## src/logic/pfsm_cfg.svh

```systemverilog
`ifndef PFSM_CFG_SVH
`define PFSM_CFG_SVH

// Register indices; the byte address on the bus is four times the index.
`define PFSM_IDX_P0_MASK  16'h5205
`define PFSM_IDX_P0_FLAG  16'h5207
`define PFSM_IDX_P0_CHAT  16'h5208
`define PFSM_IDX_KRST     16'h5209
`define PFSM_IDX_P1_MASK  16'h5215
`define PFSM_IDX_P1_FLAG  16'h5217
`define PFSM_IDX_P1_CHAT  16'h5218
`define PFSM_IDX_P0_SEL   16'h52A0
`define PFSM_IDX_P1_SEL   16'h52A1
`define PFSM_IDX_P2_SEL   16'h52A2
`define PFSM_IDX_P3_SEL   16'h52A3
`define PFSM_IDX_HI_ZERO  14'h0000

// Writable bits of the port 0 and port 3 select registers and the reset value.
`define PFSM_P0_SEL_BITS  8'h3C
`define PFSM_P3_SEL_BITS  8'h0F
`define PFSM_SEL_RESET    8'h00
`define PFSM_P3_DBG_BITS  8'h0E
`define PFSM_BYTE_ZERO    8'h00
`define PFSM_BYTE_ONES    8'hFF

// Timer 0 external clock shares port 1 pin 6.
`define PFSM_EXCL_PORT    1
`define PFSM_EXCL_BIT     6

// Chattering filter: code 0 is off, code n gives 256 << (n-1) ticks.
`define PFSM_CHAT_OFF     3'h0
`define PFSM_CHAT_BASE    15'h0100
`define PFSM_CHAT_ONE     3'h1
`define PFSM_CNT_ZERO     15'h0000
`define PFSM_CNT_ONE      15'h0001

// Key-entry reset pin choice codes.
`define PFSM_KRST_OFF     2'h0
`define PFSM_KRST_P01     2'h1
`define PFSM_KRST_P02     2'h2
`define PFSM_KRST_P03     2'h3

`define PFSM_RESP_OKAY    2'h0
`define PFSM_RESP_SLVERR  2'h2
`define PFSM_WORD_ZERO    32'h00000000

`endif

```

## src/logic/pfsm_pkg.sv

```systemverilog
package pfsm_pkg;
	typedef logic [7:0] pfsm_byte_t;
	typedef logic [2:0] pfsm_chat_t;
	typedef logic [1:0] pfsm_krst_t;
	typedef enum logic [1:0] {
		PFSM_RD_IDLE = 2'b01,
		PFSM_RD_DATA = 2'b10
	} pfsm_rd_state_t;
endpackage : pfsm_pkg

```

## src/logic/pfsm_flt_if.sv

```systemverilog
`timescale 1ns/100ps
interface pfsm_flt_if;
	pfsm_pkg::pfsm_chat_t check_code;
	logic                 tick;
	logic                 raw;
	logic                 clean;
	modport ctl (output check_code, output tick, output raw, input clean);
	modport flt (input check_code, input tick, input raw, output clean);
endinterface : pfsm_flt_if

```

## src/logic/pfsm_debounce.sv

```systemverilog
`timescale 1ns/100ps
`include "pfsm_cfg.svh"
module pfsm_debounce (
	input  wire logic aclk,    // Peripheral clock.
	input  wire logic aresetn, // Synchronous reset, active low.
	pfsm_flt_if.flt   f        // Filter configuration and pin.
);
	logic [14:0] cnt_reg;
	logic [14:0] limit;
	logic        clean_reg;

	assign limit = `PFSM_CHAT_BASE << (f.check_code - `PFSM_CHAT_ONE);
	assign f.clean = clean_reg;

	// With the filter on, a change is taken only after the pin held its new level for a full check time.
	always_ff @(posedge aclk) begin
		if (!aresetn) begin
			clean_reg <= 1'b1;
			cnt_reg   <= `PFSM_CNT_ZERO;
		end else if (f.check_code == `PFSM_CHAT_OFF) begin
			clean_reg <= f.raw;
			cnt_reg   <= `PFSM_CNT_ZERO;
		end else if (f.raw == clean_reg) begin
			cnt_reg <= `PFSM_CNT_ZERO;
		end else if (f.tick) begin
			if (cnt_reg + `PFSM_CNT_ONE >= limit) begin
				clean_reg <= f.raw;
				cnt_reg   <= `PFSM_CNT_ZERO;
			end else begin
				cnt_reg <= cnt_reg + `PFSM_CNT_ONE;
			end
		end
	end
endmodule : pfsm_debounce

```

## src/logic/pfsm_keyrst.sv

```systemverilog
`timescale 1ns/100ps
`include "pfsm_cfg.svh"
module pfsm_keyrst (
	input  wire logic                 aclk,      // Peripheral clock.
	input  wire logic                 aresetn,   // Synchronous reset, active low.
	input  wire pfsm_pkg::pfsm_krst_t choice,    // Key reset pin choice.
	input  wire logic [3:0]           pins,      // Port 0 pins 3 to 0.
	input  wire logic                 sleep,     // Chip is in sleep.
	output logic                      reset_req  // Request for an initial reset.
);
	logic hit;

	always_comb begin
		case (choice)
			`PFSM_KRST_P03: hit = (pins[3:0] == 4'h0);
			`PFSM_KRST_P02: hit = (pins[2:0] == 3'h0);
			`PFSM_KRST_P01: hit = (pins[1:0] == 2'h0);
			default:        hit = 1'b0;
		endcase
	end

	// Reset clears the choice upstream, so nothing fires at power-on.
	always_ff @(posedge aclk) begin
		if (!aresetn) begin
			reset_req <= 1'b0;
		end else begin
			reset_req <= hit && !sleep;
		end
	end
endmodule : pfsm_keyrst

```

## src/logic/pfsm_top.sv

```systemverilog
// Operation
// - Port 0 bits 5,4 route extended timer 1 inverted and true outputs.
// - Port 0 bits 3,2 route remote controller out and in; others reserved.
// - Port 1 select has eight read/write bits, zero after reset.
// - Port 1 bit 6 drives low-speed timer; clear feeds timer 0 clock.
// - Port 2 bits 7..3 route extended timer 0 and UART 0 signals.
// - Port 2 bits 2,1,0 route SPI clock, data out and data in.
// - Port 3 bits 3..1 inverted: zero selects debug signals; upper reserved.
// - Port 3 bit 0 drives high oscillator clock output; reset clear.
// - With filter on, sleep blocks input interrupts; turn filter off first.
// - Filter rejects pulses shorter than check time; accepts within two.
// - Key reset disabled by initial reset and inoperative in sleep.
// - All chosen port 0 pins low together request an initial reset.
// - Check time code 1..7 gives 256..16384 ticks; 0 is off.
//
// Local design decision: the AXI4-Lite register port.
`timescale 1ns/100ps
`include "pfsm_cfg.svh"
module pfsm_top (
	input  wire logic             aclk,                // Peripheral clock, 100 MHz.
	input  wire logic             aresetn,             // Synchronous reset, active low.
	input  wire logic [31:0]      s_axi_awaddr,        // Write address.
	input  wire logic [2:0]       s_axi_awprot,        // Unused protection.
	input  wire logic             s_axi_awvalid,       // Write address valid.
	output logic                  s_axi_awready,       // Write address ready.
	input  wire logic [31:0]      s_axi_wdata,         // Write data.
	input  wire logic [3:0]       s_axi_wstrb,         // Write strobes.
	input  wire logic             s_axi_wvalid,        // Write data valid.
	output logic                  s_axi_wready,        // Write data ready.
	output logic [1:0]            s_axi_bresp,         // Write response.
	output logic                  s_axi_bvalid,        // Write response valid.
	input  wire logic             s_axi_bready,        // Write response ready.
	input  wire logic [31:0]      s_axi_araddr,        // Read address.
	input  wire logic [2:0]       s_axi_arprot,        // Unused protection.
	input  wire logic             s_axi_arvalid,       // Read address valid.
	output logic                  s_axi_arready,       // Read address ready.
	output logic [31:0]           s_axi_rdata,         // Read data.
	output logic [1:0]            s_axi_rresp,         // Read response.
	output logic                  s_axi_rvalid,        // Read data valid.
	input  wire logic             s_axi_rready,        // Read data ready.
	input  wire logic [3:0][7:0]  pin_in,              // Pin levels, port by pin.
	input  wire logic [3:0][7:0]  gpio_out,            // General port output values.
	input  wire logic [3:0][7:0]  gpio_oe,             // General port output enables.
	input  wire logic [3:0][7:0]  periph_out,          // Peripheral output, pin position.
	input  wire logic [3:0][7:0]  periph_oe,           // Peripheral output enable.
	input  wire logic             prescaler_tick,      // One pulse per prescaler period.
	input  wire logic             sleep_mode,          // Chip is in sleep.
	output logic [3:0][7:0]       pin_out,             // Pin output value.
	output logic [3:0][7:0]       pin_oe,              // Pin output enable, high drives.
	output logic [3:0][7:0]       gpio_in,             // Pin level to general ports.
	output logic [3:0][7:0]       periph_in,           // Pin level to peripherals.
	output logic                  timer0_ext_clock_in, // Timer 0 external clock.
	output logic                  port0_irq,           // Port 0 interrupt request.
	output logic                  port1_irq,           // Port 1 interrupt request.
	output logic                  key_reset_req        // Initial reset request.
);
	pfsm_pkg::pfsm_byte_t       sel_reg [4];
	pfsm_pkg::pfsm_byte_t       mask_reg [2];
	pfsm_pkg::pfsm_byte_t       flag_reg [2];
	pfsm_pkg::pfsm_byte_t       clean_prev_reg [2];
	pfsm_pkg::pfsm_chat_t       chat_reg [2];
	pfsm_pkg::pfsm_krst_t       krst_reg;
	pfsm_pkg::pfsm_rd_state_t   rd_state_reg;
	logic [3:0][7:0]            eff_sel;
	logic [1:0][7:0]            clean;
	logic [1:0][7:0]            flag_set;
	logic [1:0]                 flt_on;
	logic                       aw_held_reg;
	logic                       w_held_reg;
	logic [31:0]                awaddr_reg;
	logic [7:0]                 wdata_reg;
	logic                       wstrb0_reg;
	logic                       wr_go;
	logic                       wr_hit;
	logic [31:0]                rd_word;
	logic                       rd_hit;

	// A bus address matches a register index when the high bits and the two low bits are zero.
	function automatic logic addr_is(input logic [31:0] a, input logic [15:0] idx);
		addr_is = (a == {`PFSM_IDX_HI_ZERO, idx, 2'b00});
	endfunction : addr_is

	// Port 3 select is inverted on the debug pins, so those bits flip here.
	always_comb begin
		eff_sel[0] = sel_reg[0] & `PFSM_P0_SEL_BITS;
		eff_sel[1] = sel_reg[1];
		eff_sel[2] = sel_reg[2];
		eff_sel[3] = (sel_reg[3] ^ `PFSM_P3_DBG_BITS) & `PFSM_P3_SEL_BITS;
	end

	always_ff @(posedge aclk) begin
		if (!aresetn) begin
			pin_out   <= '0;
			pin_oe    <= '0;
			gpio_in   <= '0;
			periph_in <= '0;
		end else begin
			for (int p = 0; p < 4; p++) begin
				pin_out[p]   <= (eff_sel[p] & periph_out[p]) | (~eff_sel[p] & gpio_out[p]);
				pin_oe[p]    <= (eff_sel[p] & periph_oe[p]) | (~eff_sel[p] & gpio_oe[p]);
				gpio_in[p]   <= pin_in[p] & ~eff_sel[p];
				periph_in[p] <= pin_in[p] & eff_sel[p];
			end
		end
	end

	always_ff @(posedge aclk) begin
		if (!aresetn) begin
			timer0_ext_clock_in <= 1'b0;
		end else begin
			timer0_ext_clock_in <= pin_in[`PFSM_EXCL_PORT][`PFSM_EXCL_BIT]
				& ~eff_sel[`PFSM_EXCL_PORT][`PFSM_EXCL_BIT];
		end
	end

	// Chattering filters on ports 0 and 1; they feed the interrupt flags only.
	genvar gp;
	genvar gi;
	generate
		for (gp = 0; gp < 2; gp++) begin : g_port
			for (gi = 0; gi < 8; gi++) begin : g_pin
				pfsm_flt_if flt ();
				assign flt.check_code = chat_reg[gp];
				assign flt.tick       = prescaler_tick;
				assign flt.raw        = pin_in[gp][gi];
				assign clean[gp][gi]  = flt.clean;
				pfsm_debounce u_flt (
					.aclk    (aclk),
					.aresetn (aresetn),
					.f       (flt.flt)
				);
			end
		end
	endgenerate

	// Interrupts are refused during sleep with the filter on, although the filter keeps settling on prescaler ticks.
	always_comb begin
		for (int p = 0; p < 2; p++) begin
			flt_on[p]   = (chat_reg[p] != `PFSM_CHAT_OFF);
			flag_set[p] = (sleep_mode && flt_on[p]) ? `PFSM_BYTE_ZERO
				: (clean[p] ^ clean_prev_reg[p]);
		end
	end

	always_ff @(posedge aclk) begin
		if (!aresetn) begin
			clean_prev_reg[0] <= `PFSM_BYTE_ONES;
			clean_prev_reg[1] <= `PFSM_BYTE_ONES;
		end else begin
			clean_prev_reg[0] <= clean[0];
			clean_prev_reg[1] <= clean[1];
		end
	end

	// Flags are write-one-to-clear; a new event in the clearing cycle wins.
	always_ff @(posedge aclk) begin
		if (!aresetn) begin
			flag_reg[0] <= `PFSM_BYTE_ZERO;
			flag_reg[1] <= `PFSM_BYTE_ZERO;
		end else begin
			flag_reg[0] <= (flag_reg[0] & ~((wr_go && addr_is(awaddr_reg, `PFSM_IDX_P0_FLAG))
				? wdata_reg : `PFSM_BYTE_ZERO)) | flag_set[0];
			flag_reg[1] <= (flag_reg[1] & ~((wr_go && addr_is(awaddr_reg, `PFSM_IDX_P1_FLAG))
				? wdata_reg : `PFSM_BYTE_ZERO)) | flag_set[1];
		end
	end

	always_ff @(posedge aclk) begin
		if (!aresetn) begin
			port0_irq <= 1'b0;
			port1_irq <= 1'b0;
		end else begin
			port0_irq <= |(flag_reg[0] & mask_reg[0]);
			port1_irq <= |(flag_reg[1] & mask_reg[1]);
		end
	end

	pfsm_keyrst u_krst (
		.aclk      (aclk),
		.aresetn   (aresetn),
		.choice    (krst_reg),
		.pins      (pin_in[0][3:0]),
		.sleep     (sleep_mode),
		.reset_req (key_reset_req)
	);

	// Write channel: address and data are taken independently, one write at a time.
	assign wr_go = aw_held_reg && w_held_reg && !s_axi_bvalid;

	always_ff @(posedge aclk) begin
		if (!aresetn) begin
			s_axi_awready <= 1'b0;
			s_axi_wready  <= 1'b0;
			s_axi_bvalid  <= 1'b0;
			s_axi_bresp   <= `PFSM_RESP_OKAY;
			aw_held_reg   <= 1'b0;
			w_held_reg    <= 1'b0;
			awaddr_reg    <= `PFSM_WORD_ZERO;
			wdata_reg     <= `PFSM_BYTE_ZERO;
			wstrb0_reg    <= 1'b0;
		end else begin
			if (!aw_held_reg && !s_axi_bvalid) begin
				s_axi_awready <= !(s_axi_awvalid && s_axi_awready);
			end
			if (!w_held_reg && !s_axi_bvalid) begin
				s_axi_wready <= !(s_axi_wvalid && s_axi_wready);
			end
			if (s_axi_awvalid && s_axi_awready) begin
				aw_held_reg <= 1'b1;
				awaddr_reg  <= s_axi_awaddr;
			end
			if (s_axi_wvalid && s_axi_wready) begin
				w_held_reg <= 1'b1;
				wdata_reg  <= s_axi_wdata[7:0];
				wstrb0_reg <= s_axi_wstrb[0];
			end
			if (wr_go) begin
				aw_held_reg  <= 1'b0;
				w_held_reg   <= 1'b0;
				s_axi_bvalid <= 1'b1;
				s_axi_bresp  <= wr_hit ? `PFSM_RESP_OKAY : `PFSM_RESP_SLVERR;
			end else if (s_axi_bvalid && s_axi_bready) begin
				s_axi_bvalid <= 1'b0;
			end
		end
	end

	assign wr_hit = addr_is(awaddr_reg, `PFSM_IDX_P0_SEL) || addr_is(awaddr_reg, `PFSM_IDX_P1_SEL)
		|| addr_is(awaddr_reg, `PFSM_IDX_P2_SEL) || addr_is(awaddr_reg, `PFSM_IDX_P3_SEL)
		|| addr_is(awaddr_reg, `PFSM_IDX_P0_MASK) || addr_is(awaddr_reg, `PFSM_IDX_P1_MASK)
		|| addr_is(awaddr_reg, `PFSM_IDX_P0_FLAG) || addr_is(awaddr_reg, `PFSM_IDX_P1_FLAG)
		|| addr_is(awaddr_reg, `PFSM_IDX_P0_CHAT) || addr_is(awaddr_reg, `PFSM_IDX_P1_CHAT)
		|| addr_is(awaddr_reg, `PFSM_IDX_KRST);

	// Only byte lane 0 carries register bits; a write without it still clears flags but changes no other register.
	always_ff @(posedge aclk) begin
		if (!aresetn) begin
			for (int p = 0; p < 4; p++) begin
				sel_reg[p] <= `PFSM_SEL_RESET;
			end
		end else if (wr_go && wstrb0_reg) begin
			if (addr_is(awaddr_reg, `PFSM_IDX_P0_SEL)) begin
				sel_reg[0] <= wdata_reg & `PFSM_P0_SEL_BITS;
			end else if (addr_is(awaddr_reg, `PFSM_IDX_P1_SEL)) begin
				sel_reg[1] <= wdata_reg;
			end else if (addr_is(awaddr_reg, `PFSM_IDX_P2_SEL)) begin
				sel_reg[2] <= wdata_reg;
			end else if (addr_is(awaddr_reg, `PFSM_IDX_P3_SEL)) begin
				sel_reg[3] <= wdata_reg & `PFSM_P3_SEL_BITS;
			end
		end
	end

	always_ff @(posedge aclk) begin
		if (!aresetn) begin
			mask_reg[0] <= `PFSM_BYTE_ZERO;
			mask_reg[1] <= `PFSM_BYTE_ZERO;
			chat_reg[0] <= `PFSM_CHAT_OFF;
			chat_reg[1] <= `PFSM_CHAT_OFF;
			krst_reg    <= `PFSM_KRST_OFF;
		end else if (wr_go && wstrb0_reg) begin
			if (addr_is(awaddr_reg, `PFSM_IDX_P0_MASK)) begin
				mask_reg[0] <= wdata_reg;
			end else if (addr_is(awaddr_reg, `PFSM_IDX_P1_MASK)) begin
				mask_reg[1] <= wdata_reg;
			end else if (addr_is(awaddr_reg, `PFSM_IDX_P0_CHAT)) begin
				chat_reg[0] <= wdata_reg[2:0];
			end else if (addr_is(awaddr_reg, `PFSM_IDX_P1_CHAT)) begin
				chat_reg[1] <= wdata_reg[2:0];
			end else if (addr_is(awaddr_reg, `PFSM_IDX_KRST)) begin
				krst_reg <= wdata_reg[1:0];
			end
		end
	end

	always_comb begin
		rd_hit  = 1'b1;
		rd_word = `PFSM_WORD_ZERO;
		if (addr_is(s_axi_araddr, `PFSM_IDX_P0_SEL)) begin
			rd_word[7:0] = sel_reg[0];
		end else if (addr_is(s_axi_araddr, `PFSM_IDX_P1_SEL)) begin
			rd_word[7:0] = sel_reg[1];
		end else if (addr_is(s_axi_araddr, `PFSM_IDX_P2_SEL)) begin
			rd_word[7:0] = sel_reg[2];
		end else if (addr_is(s_axi_araddr, `PFSM_IDX_P3_SEL)) begin
			rd_word[7:0] = sel_reg[3];
		end else if (addr_is(s_axi_araddr, `PFSM_IDX_P0_MASK)) begin
			rd_word[7:0] = mask_reg[0];
		end else if (addr_is(s_axi_araddr, `PFSM_IDX_P1_MASK)) begin
			rd_word[7:0] = mask_reg[1];
		end else if (addr_is(s_axi_araddr, `PFSM_IDX_P0_FLAG)) begin
			rd_word[7:0] = flag_reg[0];
		end else if (addr_is(s_axi_araddr, `PFSM_IDX_P1_FLAG)) begin
			rd_word[7:0] = flag_reg[1];
		end else if (addr_is(s_axi_araddr, `PFSM_IDX_P0_CHAT)) begin
			rd_word[2:0] = chat_reg[0];
		end else if (addr_is(s_axi_araddr, `PFSM_IDX_P1_CHAT)) begin
			rd_word[2:0] = chat_reg[1];
		end else if (addr_is(s_axi_araddr, `PFSM_IDX_KRST)) begin
			rd_word[1:0] = krst_reg;
		end else begin
			rd_hit = 1'b0;
		end
	end

	always_ff @(posedge aclk) begin
		if (!aresetn) begin
			rd_state_reg  <= pfsm_pkg::PFSM_RD_IDLE;
			s_axi_arready <= 1'b0;
			s_axi_rvalid  <= 1'b0;
			s_axi_rdata   <= `PFSM_WORD_ZERO;
			s_axi_rresp   <= `PFSM_RESP_OKAY;
		end else begin
			case (rd_state_reg)
				pfsm_pkg::PFSM_RD_IDLE: begin
					s_axi_arready <= 1'b1;
					if (s_axi_arvalid && s_axi_arready) begin
						s_axi_arready <= 1'b0;
						s_axi_rvalid  <= 1'b1;
						s_axi_rdata   <= rd_word;
						s_axi_rresp   <= rd_hit ? `PFSM_RESP_OKAY : `PFSM_RESP_SLVERR;
						rd_state_reg  <= pfsm_pkg::PFSM_RD_DATA;
					end
				end
				pfsm_pkg::PFSM_RD_DATA: begin
					if (s_axi_rready) begin
						s_axi_rvalid <= 1'b0;
						rd_state_reg <= pfsm_pkg::PFSM_RD_IDLE;
					end
				end
				default: rd_state_reg <= pfsm_pkg::PFSM_RD_IDLE;
			endcase
		end
	end
endmodule : pfsm_top

```

## config.mk

```make
export PLATFORM = sky130hd
export DESIGN_NAME = pfsm_top
export DESIGN_NICKNAME = d
export VERILOG_FILES = /design/src/logic/pfsm_pkg.sv /design/src/logic/pfsm_flt_if.sv /design/src/logic/pfsm_debounce.sv /design/src/logic/pfsm_keyrst.sv /design/src/logic/pfsm_top.sv
export VERILOG_INCLUDE_DIRS = /design/src /design/src/logic
export SDC_FILE = /design/constraint.sdc
export NUM_CORES = 1
export LEC_CHECK = 0
export ABC_CLOCK_PERIOD_IN_PS = 3300
export BUFFER_PORTS_ARGS = -buffer_cell sky130_fd_sc_hd__buf_4
export CAP_MARGIN = 10
export CORE_MARGIN = 2
export CORE_UTILIZATION = 55
export DETAILED_ROUTE_END_ITERATION = 8
export PLACE_DENSITY_LB_ADDON = 0.12
export SLEW_MARGIN = 15
export SYNTH_ARGS = -nofsm -noshare
export SYNTH_HDL_FRONTEND = slang
export SYNTH_HIERARCHICAL = 1
export SYNTH_SLANG_ARGS = --single-unit
export TNS_END_PERCENT = 10
```

## constraint.sdc

```tcl
create_clock -name aclk -period 3.3 [get_ports aclk]
set_input_delay 0.495 -clock aclk [delete_from_list [all_inputs] [get_ports aclk]]
set_output_delay 0.495 -clock aclk [all_outputs]
set_load 0.01 [all_outputs]
```

# After elaboration in Yosys (flattened, before gate mapping)
# Memories as Yosys holds them, arrays and structs flattened.
# Cells that the tools add are included.
[classes]
n_mux = 178
bitwise_logic = 66
n_shift = 2
magnitude_cmp = 16
n_addsub = 18
n_reduce_logical = 96
n_eq_ne = 61
[op_table]
columns = ["op", "n"]
rows = [
  ["== test 32 x 17 -> 1 bit (second input constant)", 22],
  ["adder 15 x 1 -> 15 bit (second input constant)", 16],
  ["greater-or-equal comparator 15 bit", 16],
  ["2-to-1 mux 15 bit", 16],
  ["bitwise AND 8 bit", 22],
  ["2-to-1 mux 8 bit", 21],
  ["2-to-1 mux 1 bit", 127],
  ["OR 8 bit", 10],
  ["AND reduction 3 bit", 17],
  ["OR reduction 3 bit", 16],
  ["nonzero test 2 bit", 20],
  ["!= test 2 bit (second input constant)", 16],
  ["NOT 8 bit", 4],
  ["left shift 9 x 3 -> 15 bit (first input constant)", 2],
  ["bitwise AND 4 x 8 -> 8 bit", 2],
  ["bitwise AND 6 x 8 -> 8 bit", 2],
  ["== test 1 bit", 16],
  ["OR reduction 8 bit", 2],
  ["bitwise XOR 8 bit", 2],
  ["logical AND 1 bit", 14],
  ["2-to-1 mux 2 bit", 6],
  ["2-to-1 mux 3 bit", 4],
  ["OR 1 bit", 12],
  ["logical OR 1 bit", 10],
  ["23 further kinds", 42],
]
[totals]
inputBits = 275
memories = 5
regBits = 452
word_cells = 509
output_inout_bits = 173
ramBits = 86
[mem_list]
columns = ["memory", "words", "word_bits", "rd", "rd_ports_with_merged_regs", "write_ports", "line", "rtl"]
rows = [
  ["sel_reg", 4, 8, 4, 0, 4, "pfsm_top.sv:57", "pfsm_pkg::pfsm_byte_t sel_reg [4];"],
  ["clean_prev_reg", 2, 8, 2, 0, 2, "pfsm_top.sv:60", "pfsm_pkg::pfsm_byte_t clean_prev_reg [2];"],
  ["flag_reg", 2, 8, 2, 0, 2, "pfsm_top.sv:59", "pfsm_pkg::pfsm_byte_t flag_reg [2];"],
  ["mask_reg", 2, 8, 2, 0, 2, "pfsm_top.sv:58", "pfsm_pkg::pfsm_byte_t mask_reg [2];"],
  ["chat_reg", 2, 3, 2, 0, 2, "pfsm_top.sv:61", "pfsm_pkg::pfsm_chat_t chat_reg [2];"],
]

# Depth between registers and ports, before layout
[depth]
word_depth = 13
ltp_mapped = 12
ltp_nobuf = 11

# Modules after synthesis
# The synthesis kept the hierarchy.
[by_module_without_submodules]
columns = ["module", "seq_area_each_um2", "n_inst", "area_per_inst_um2", "cells_each"]
rows = [
  ["pfsm_debounce", 320.3, 16, 1157.4, 138],
  ["pfsm_top", 5705.5, 1, 10332.4, 1057],
  ["pfsm_keyrst", 20.0, 1, 53.8, 5],
]

# Worst setup path before layout
# No wires, ideal clock.
[synth_path]
path_type = "reg-to-reg"
startpoint = "memory chat_reg[0][4] (netlist name)"
endpoint = "register g_port[1].g_pin[0].u_flt.cnt_reg[8]"
required_ns = 3.178
path_buffers = 1
slack_ns = 0.287
setup_time_ns = 0.122
period_less_slack_ns = 3.013
t_arrival_ns = 2.892
path_stages_with_launch = 9
cell_sequence = "edfxtp_1 > or3b_2 > ha_1 > o211ai_1 > a21oi_2 > nor4_4 > buf_6 > and3_1 > a221o_1"
[synth_rtl]
columns = ["item", "line", "rtl"]
rows = [
  ["start, declared", "pfsm_top.sv:61", ""],
  ["end signal, assigned", "pfsm_debounce.sv:19", "cnt_reg <= `PFSM_CNT_ZERO;"],
  ["end signal, assigned", "pfsm_debounce.sv:22", "cnt_reg <= `PFSM_CNT_ZERO;"],
  ["end signal, assigned", "pfsm_debounce.sv:24", "cnt_reg <= `PFSM_CNT_ZERO;"],
  ["end, declared", "pfsm_debounce.sv:8", "logic [14:0] cnt_reg;"],
]

# Worst setup path after layout
[layout_path]
startpoint = "register g_port[1].g_pin[0].u_flt.cnt_reg[0]"
endpoint = "register g_port[1].g_pin[0].u_flt.cnt_reg[3]"
[layout_between]
elab_chain_len = 3
[layout_rtl]
columns = ["item", "line", "rtl"]
rows = [
  ["adder 15 x 1 -> 15 bit (no line) (*)", "n/a", ""],
  ["greater-or-equal comparator 15 bit", "pfsm_debounce.sv:26", "if (cnt_reg + `PFSM_CNT_ONE >= limit) begin"],
  ["2-to-1 mux 15 bit (*)", "pfsm_debounce.sv:26", ""],
]
# Mark *: on every way between the ends. The rest lies on a longest branch, timed or not.
# A chain may end at the register's enable or synchronous reset.

==> summary.log <==
[sta] share of the cycle needed by the critical path after routing 0.924
[power_and_ir_drop] switching power of the nets 0.00369 W
[grt] global-route wire length before repair 125,000 um
[clock_network] clock-pin transition on the worst setup and hold timing paths 0.06 ns
[flow_run] max-cap violation count 0
[finish] area growth from synthesis to layout 18.7%
[hold_path] Hold Crit Depth 2
[finish] fraction of layout instances using a drive strength above 1 0.200
[power_and_ir_drop] cell internal power dissipation 0.0113 W
[drt] number of vias in the routed layout 26,067
[grt] initial antenna violation count 3
[finish] max FFs per register 240
[worst_setup_path] maximum net fanout on the critical path 7
[synthesis] flip-flop and latch count after synthesis 519
[synthesis] Mapped Cells 3,270
[floorplan] height of the die 233 um
[synthesis] count of flip-flops with a built-in enable after synthesis 46
[sta] slew of the pin with the lowest slew margin 1.13 ns
[hold_path] Worst Hold Class in2reg
[place] area of placed instances 32,300 sq um
[sta] headroom to the max-slew limit 0.249
[clock_network] later-pin clock latency in the skew report 0.63 ns
[grt] maximum number of pins on one net before global-route repair 67
[floorplan] area enclosed by the die boundary 54,400 sq um
[place] count of port buffers added during placement 364
[sta] max-slew violation count 0
[sta] Final min period 3.05 ns
[floorplan] count of boundary I/O pins 448
[power_and_ir_drop] cell area power density 436 nW/um^2
[grt] via count of the first global-routing pass 24,654
[synthesis] async set-reset flop share out of synthesis 0
[floorplan] Horiz. Die Dim 233 um
[finish] most common cell after layout, fill and taps aside dfxtp_1
[place] global placer's final weighted congestion 0.957
[sta] unrepaired setup endpoints after global routing no
[synthesis] count of yosys warnings during synthesis 6
[worst_setup_path] data arrival time of the critical path 3.59 ns
[drt] Total Wirelength 79,200 um
[clock_network] largest buffer count on any clock path 3
[synthesis] number of different library cells in the post-synthesis netlist 80
[drt] mean number of vias per cell 5.96
[grt] final global-route overflow total 0
[worst_setup_path] type of origin of the critical path flop
[clock_network] clock buffer count from CTS 56
[synthesis] portion of the post-synthesis area used by sequential elements 0.375
[power_and_ir_drop] portion of total power attributed to combinational logic 0.097
[sta] Final Setup Violations 0
[drt] DRT antenna net count 0
[sta] maximum operating frequency 328 MHz
[worst_setup_path] required time at the endpoint of the critical path 3.84 ns
[finish] fill count 4,307
[power_and_ir_drop] clock power share 0.456
[clock_network] total setup buffers inserted after CTS 0
[finish] leading cell types in the layout, fill and taps excluded dfxtp_1 (473), nand2_1 (445), buf_4 (414), nor2_1 (264), nand3_1 (220)
[synthesis] synthesized area per cell 8.84 sq um
[worst_setup_path] Worst R2R Path Depth 11
[drt] drt drc 0
[synthesis] Cell Area, Synth 28,900 sq um
[power_and_ir_drop] power share of the sequential group 0.448
[sta] maximum clock skew at final layout 0.0176 ns
[drt] average routed wire per standard cell 18.1 um
[sta] setup tns final 0 ns
[finish] fin nets 4,036
[place] estimated wirelength of the detail-placed design 57,500 um
[worst_setup_path] CP Capture Type flop
[floorplan] Std-Cell Core Area 52,200 sq um
[sta] final number of hold-violating endpoints 0
[drt] detailed-routing iteration count for the pre-antenna-repair pass 6
[power_and_ir_drop] reported leakage power 13.5 nW
[clock_network] Post-CTS Hold Fix Bufs 0
[floorplan] initial standard-cell utilization of the core 0.553
[synthesis] ys flop type dfxtp_1
[clock_network] H-tree depth reported by CTS 2
[run_status] run status finished clean
[grt] Overall Global Routing Usage 0.280
[clock_network] number of cells upsized or downsized after cts 0
[worst_setup_path] class of the most critical setup path reg2reg
[clock_network] clock tree root driver cell clkbuf_16
[finish] design area 34,300 sq um
[clock_network] TritonCTS clock tree built
[drt] initial detailed-routing violation count 1,684
[power_and_ir_drop] largest vdd supply drop 0.411 mV
[power_and_ir_drop] switching part of the total power 0.247
[floorplan] number of rows in the core area 84
[clock_network] number of clock sinks seen by CTS 519
## critical path, cell delays in order, from the launching register on
cell and delay, ns:
dfxtp_1 0.38, ha_1 0.21, and3_1 0.21, and2_1 0.22, and4_1 0.26, xnor2_1 0.15
ha_1 0.27, a21oi_1 0.19, a21oi_2 0.11, nor4_4 0.43, nand2_2 0.23, o311ai_2 0.30
## through the flow
step | total power [W] | std cells | hold slack (ns) | worst slack, ns | utilization
after detailed placement | 0.00827 | 4263 | 0.441 | 0.282 | 0.618
after CTS | 0.0151 | 4368 | 0.0460 | 0.285 | 0.657
after global placement | 0.00822 | 4263 | 0.439 | 0.303 | 0.618
after floorplan | 0.00761 | 3303 | 0.430 | 0.287 | -
after global routing | 0.0154 | 4368 | 0.0584 | 0.00616 | 0.657
final | 0.0150 | 4371 | 0.0711 | 0.251 | 0.657
## power by group through the flow
stage                     Combinational (W)  Clock, W  Sequential [W]
after floorplan                    0.000783         0         0.00683
after global placement              0.00139         0         0.00683
after detailed placement            0.00144         0         0.00683
after CTS                           0.00145   0.00694         0.00669
after global routing                0.00157   0.00717         0.00671
final                               0.00145   0.00682         0.00670
## cells by family after synthesis
| family | after synthesis | share of synthesized area |
|---|---|---|
| fa+ha+maj | 128 | 0.0554 |
| compound gates | 598 | 0.159 |
| flops | 519 | 0.375 |
| mux | 73 | 0.0255 |
| other cells | 1 | 0.000130 |
| simple gates | 1624 | 0.312 |
| buf+inv | 215 | 0.0390 |
| xor+xnor | 112 | 0.0339 |
## synth_stat cells (17+ instances only)
cell,count,area share
dfxtp_1,473,0.33
nand2_1,445,0.058
nor2_1,264,0.034
nand3_1,220,0.038
a21oi_1,140,0.024
ha_1,128,0.055
o21ai_0,99,0.017
nand3b_1,96,0.025
and2_1,80,0.017
and3_1,77,0.017
xnor2_1,72,0.022
nand4_1,71,0.015
mux2i_1,68,0.024
o311ai_2,64,0.036
inv_1,63,0.0082
and4_1,53,0.016
a22o_1,52,0.016
nor3_1,50,0.0087
buf_2,49,0.0085
o211ai_1,48,0.012
edfxtp_1,46,0.048
clkbuf_1,41,0.0053
xor2_1,40,0.012
buf_4,35,0.0091
or3_1,35,0.0076
a21o_1,33,0.0086
nor2b_1,33,0.0071
nand2b_1,24,0.0052
a211oi_1,23,0.0060
a221o_1,19,0.0066
a31oi_1,19,0.0041
nor4_1,18,0.0039
buf_6,17,0.0066
nor3_2,17,0.0059
or3b_2,17,0.0052
## worst paths after layout
check                                                    startpoint                                  end  slack (ns)
worst max-delay path            g_port[1].g_pin[0].u_flt/cnt_reg[0]  g_port[1].g_pin[0].u_flt/cnt_reg[3]        0.25
worst min-delay path                                    gpio_oe[28]                           pin_oe[28]        0.07
worst min register to register                        awaddr_reg[8]                        awaddr_reg[8]        0.45
worst max register to register  g_port[1].g_pin[0].u_flt/cnt_reg[0]  g_port[1].g_pin[0].u_flt/cnt_reg[3]        0.25
## layer usage
| layer | global-route usage | routed length (um) |
|---|---|---|
| met4 | 0.0918 | 2170 |
| met2 | 0.473 | 37600 |
| met1 | 0.364 | 34100 |
| met3 | 0.0474 | 5290 |
| met5 | 0 | 25 |
## layout make-up
type                    instances  area [sq um]  area share
inverters                      64           243     0.00707
multi-input cells            2569         17100       0.497
clock inverters                23           332     0.00966
flip-flops and latches        519         10900       0.316
well taps                     688           861      0.0251
repair buffers                423          3280      0.0956
diodes                          3          7.51    0.000219
clock buffers                  82          1680      0.0491
(Power assumes the default switching activity.)
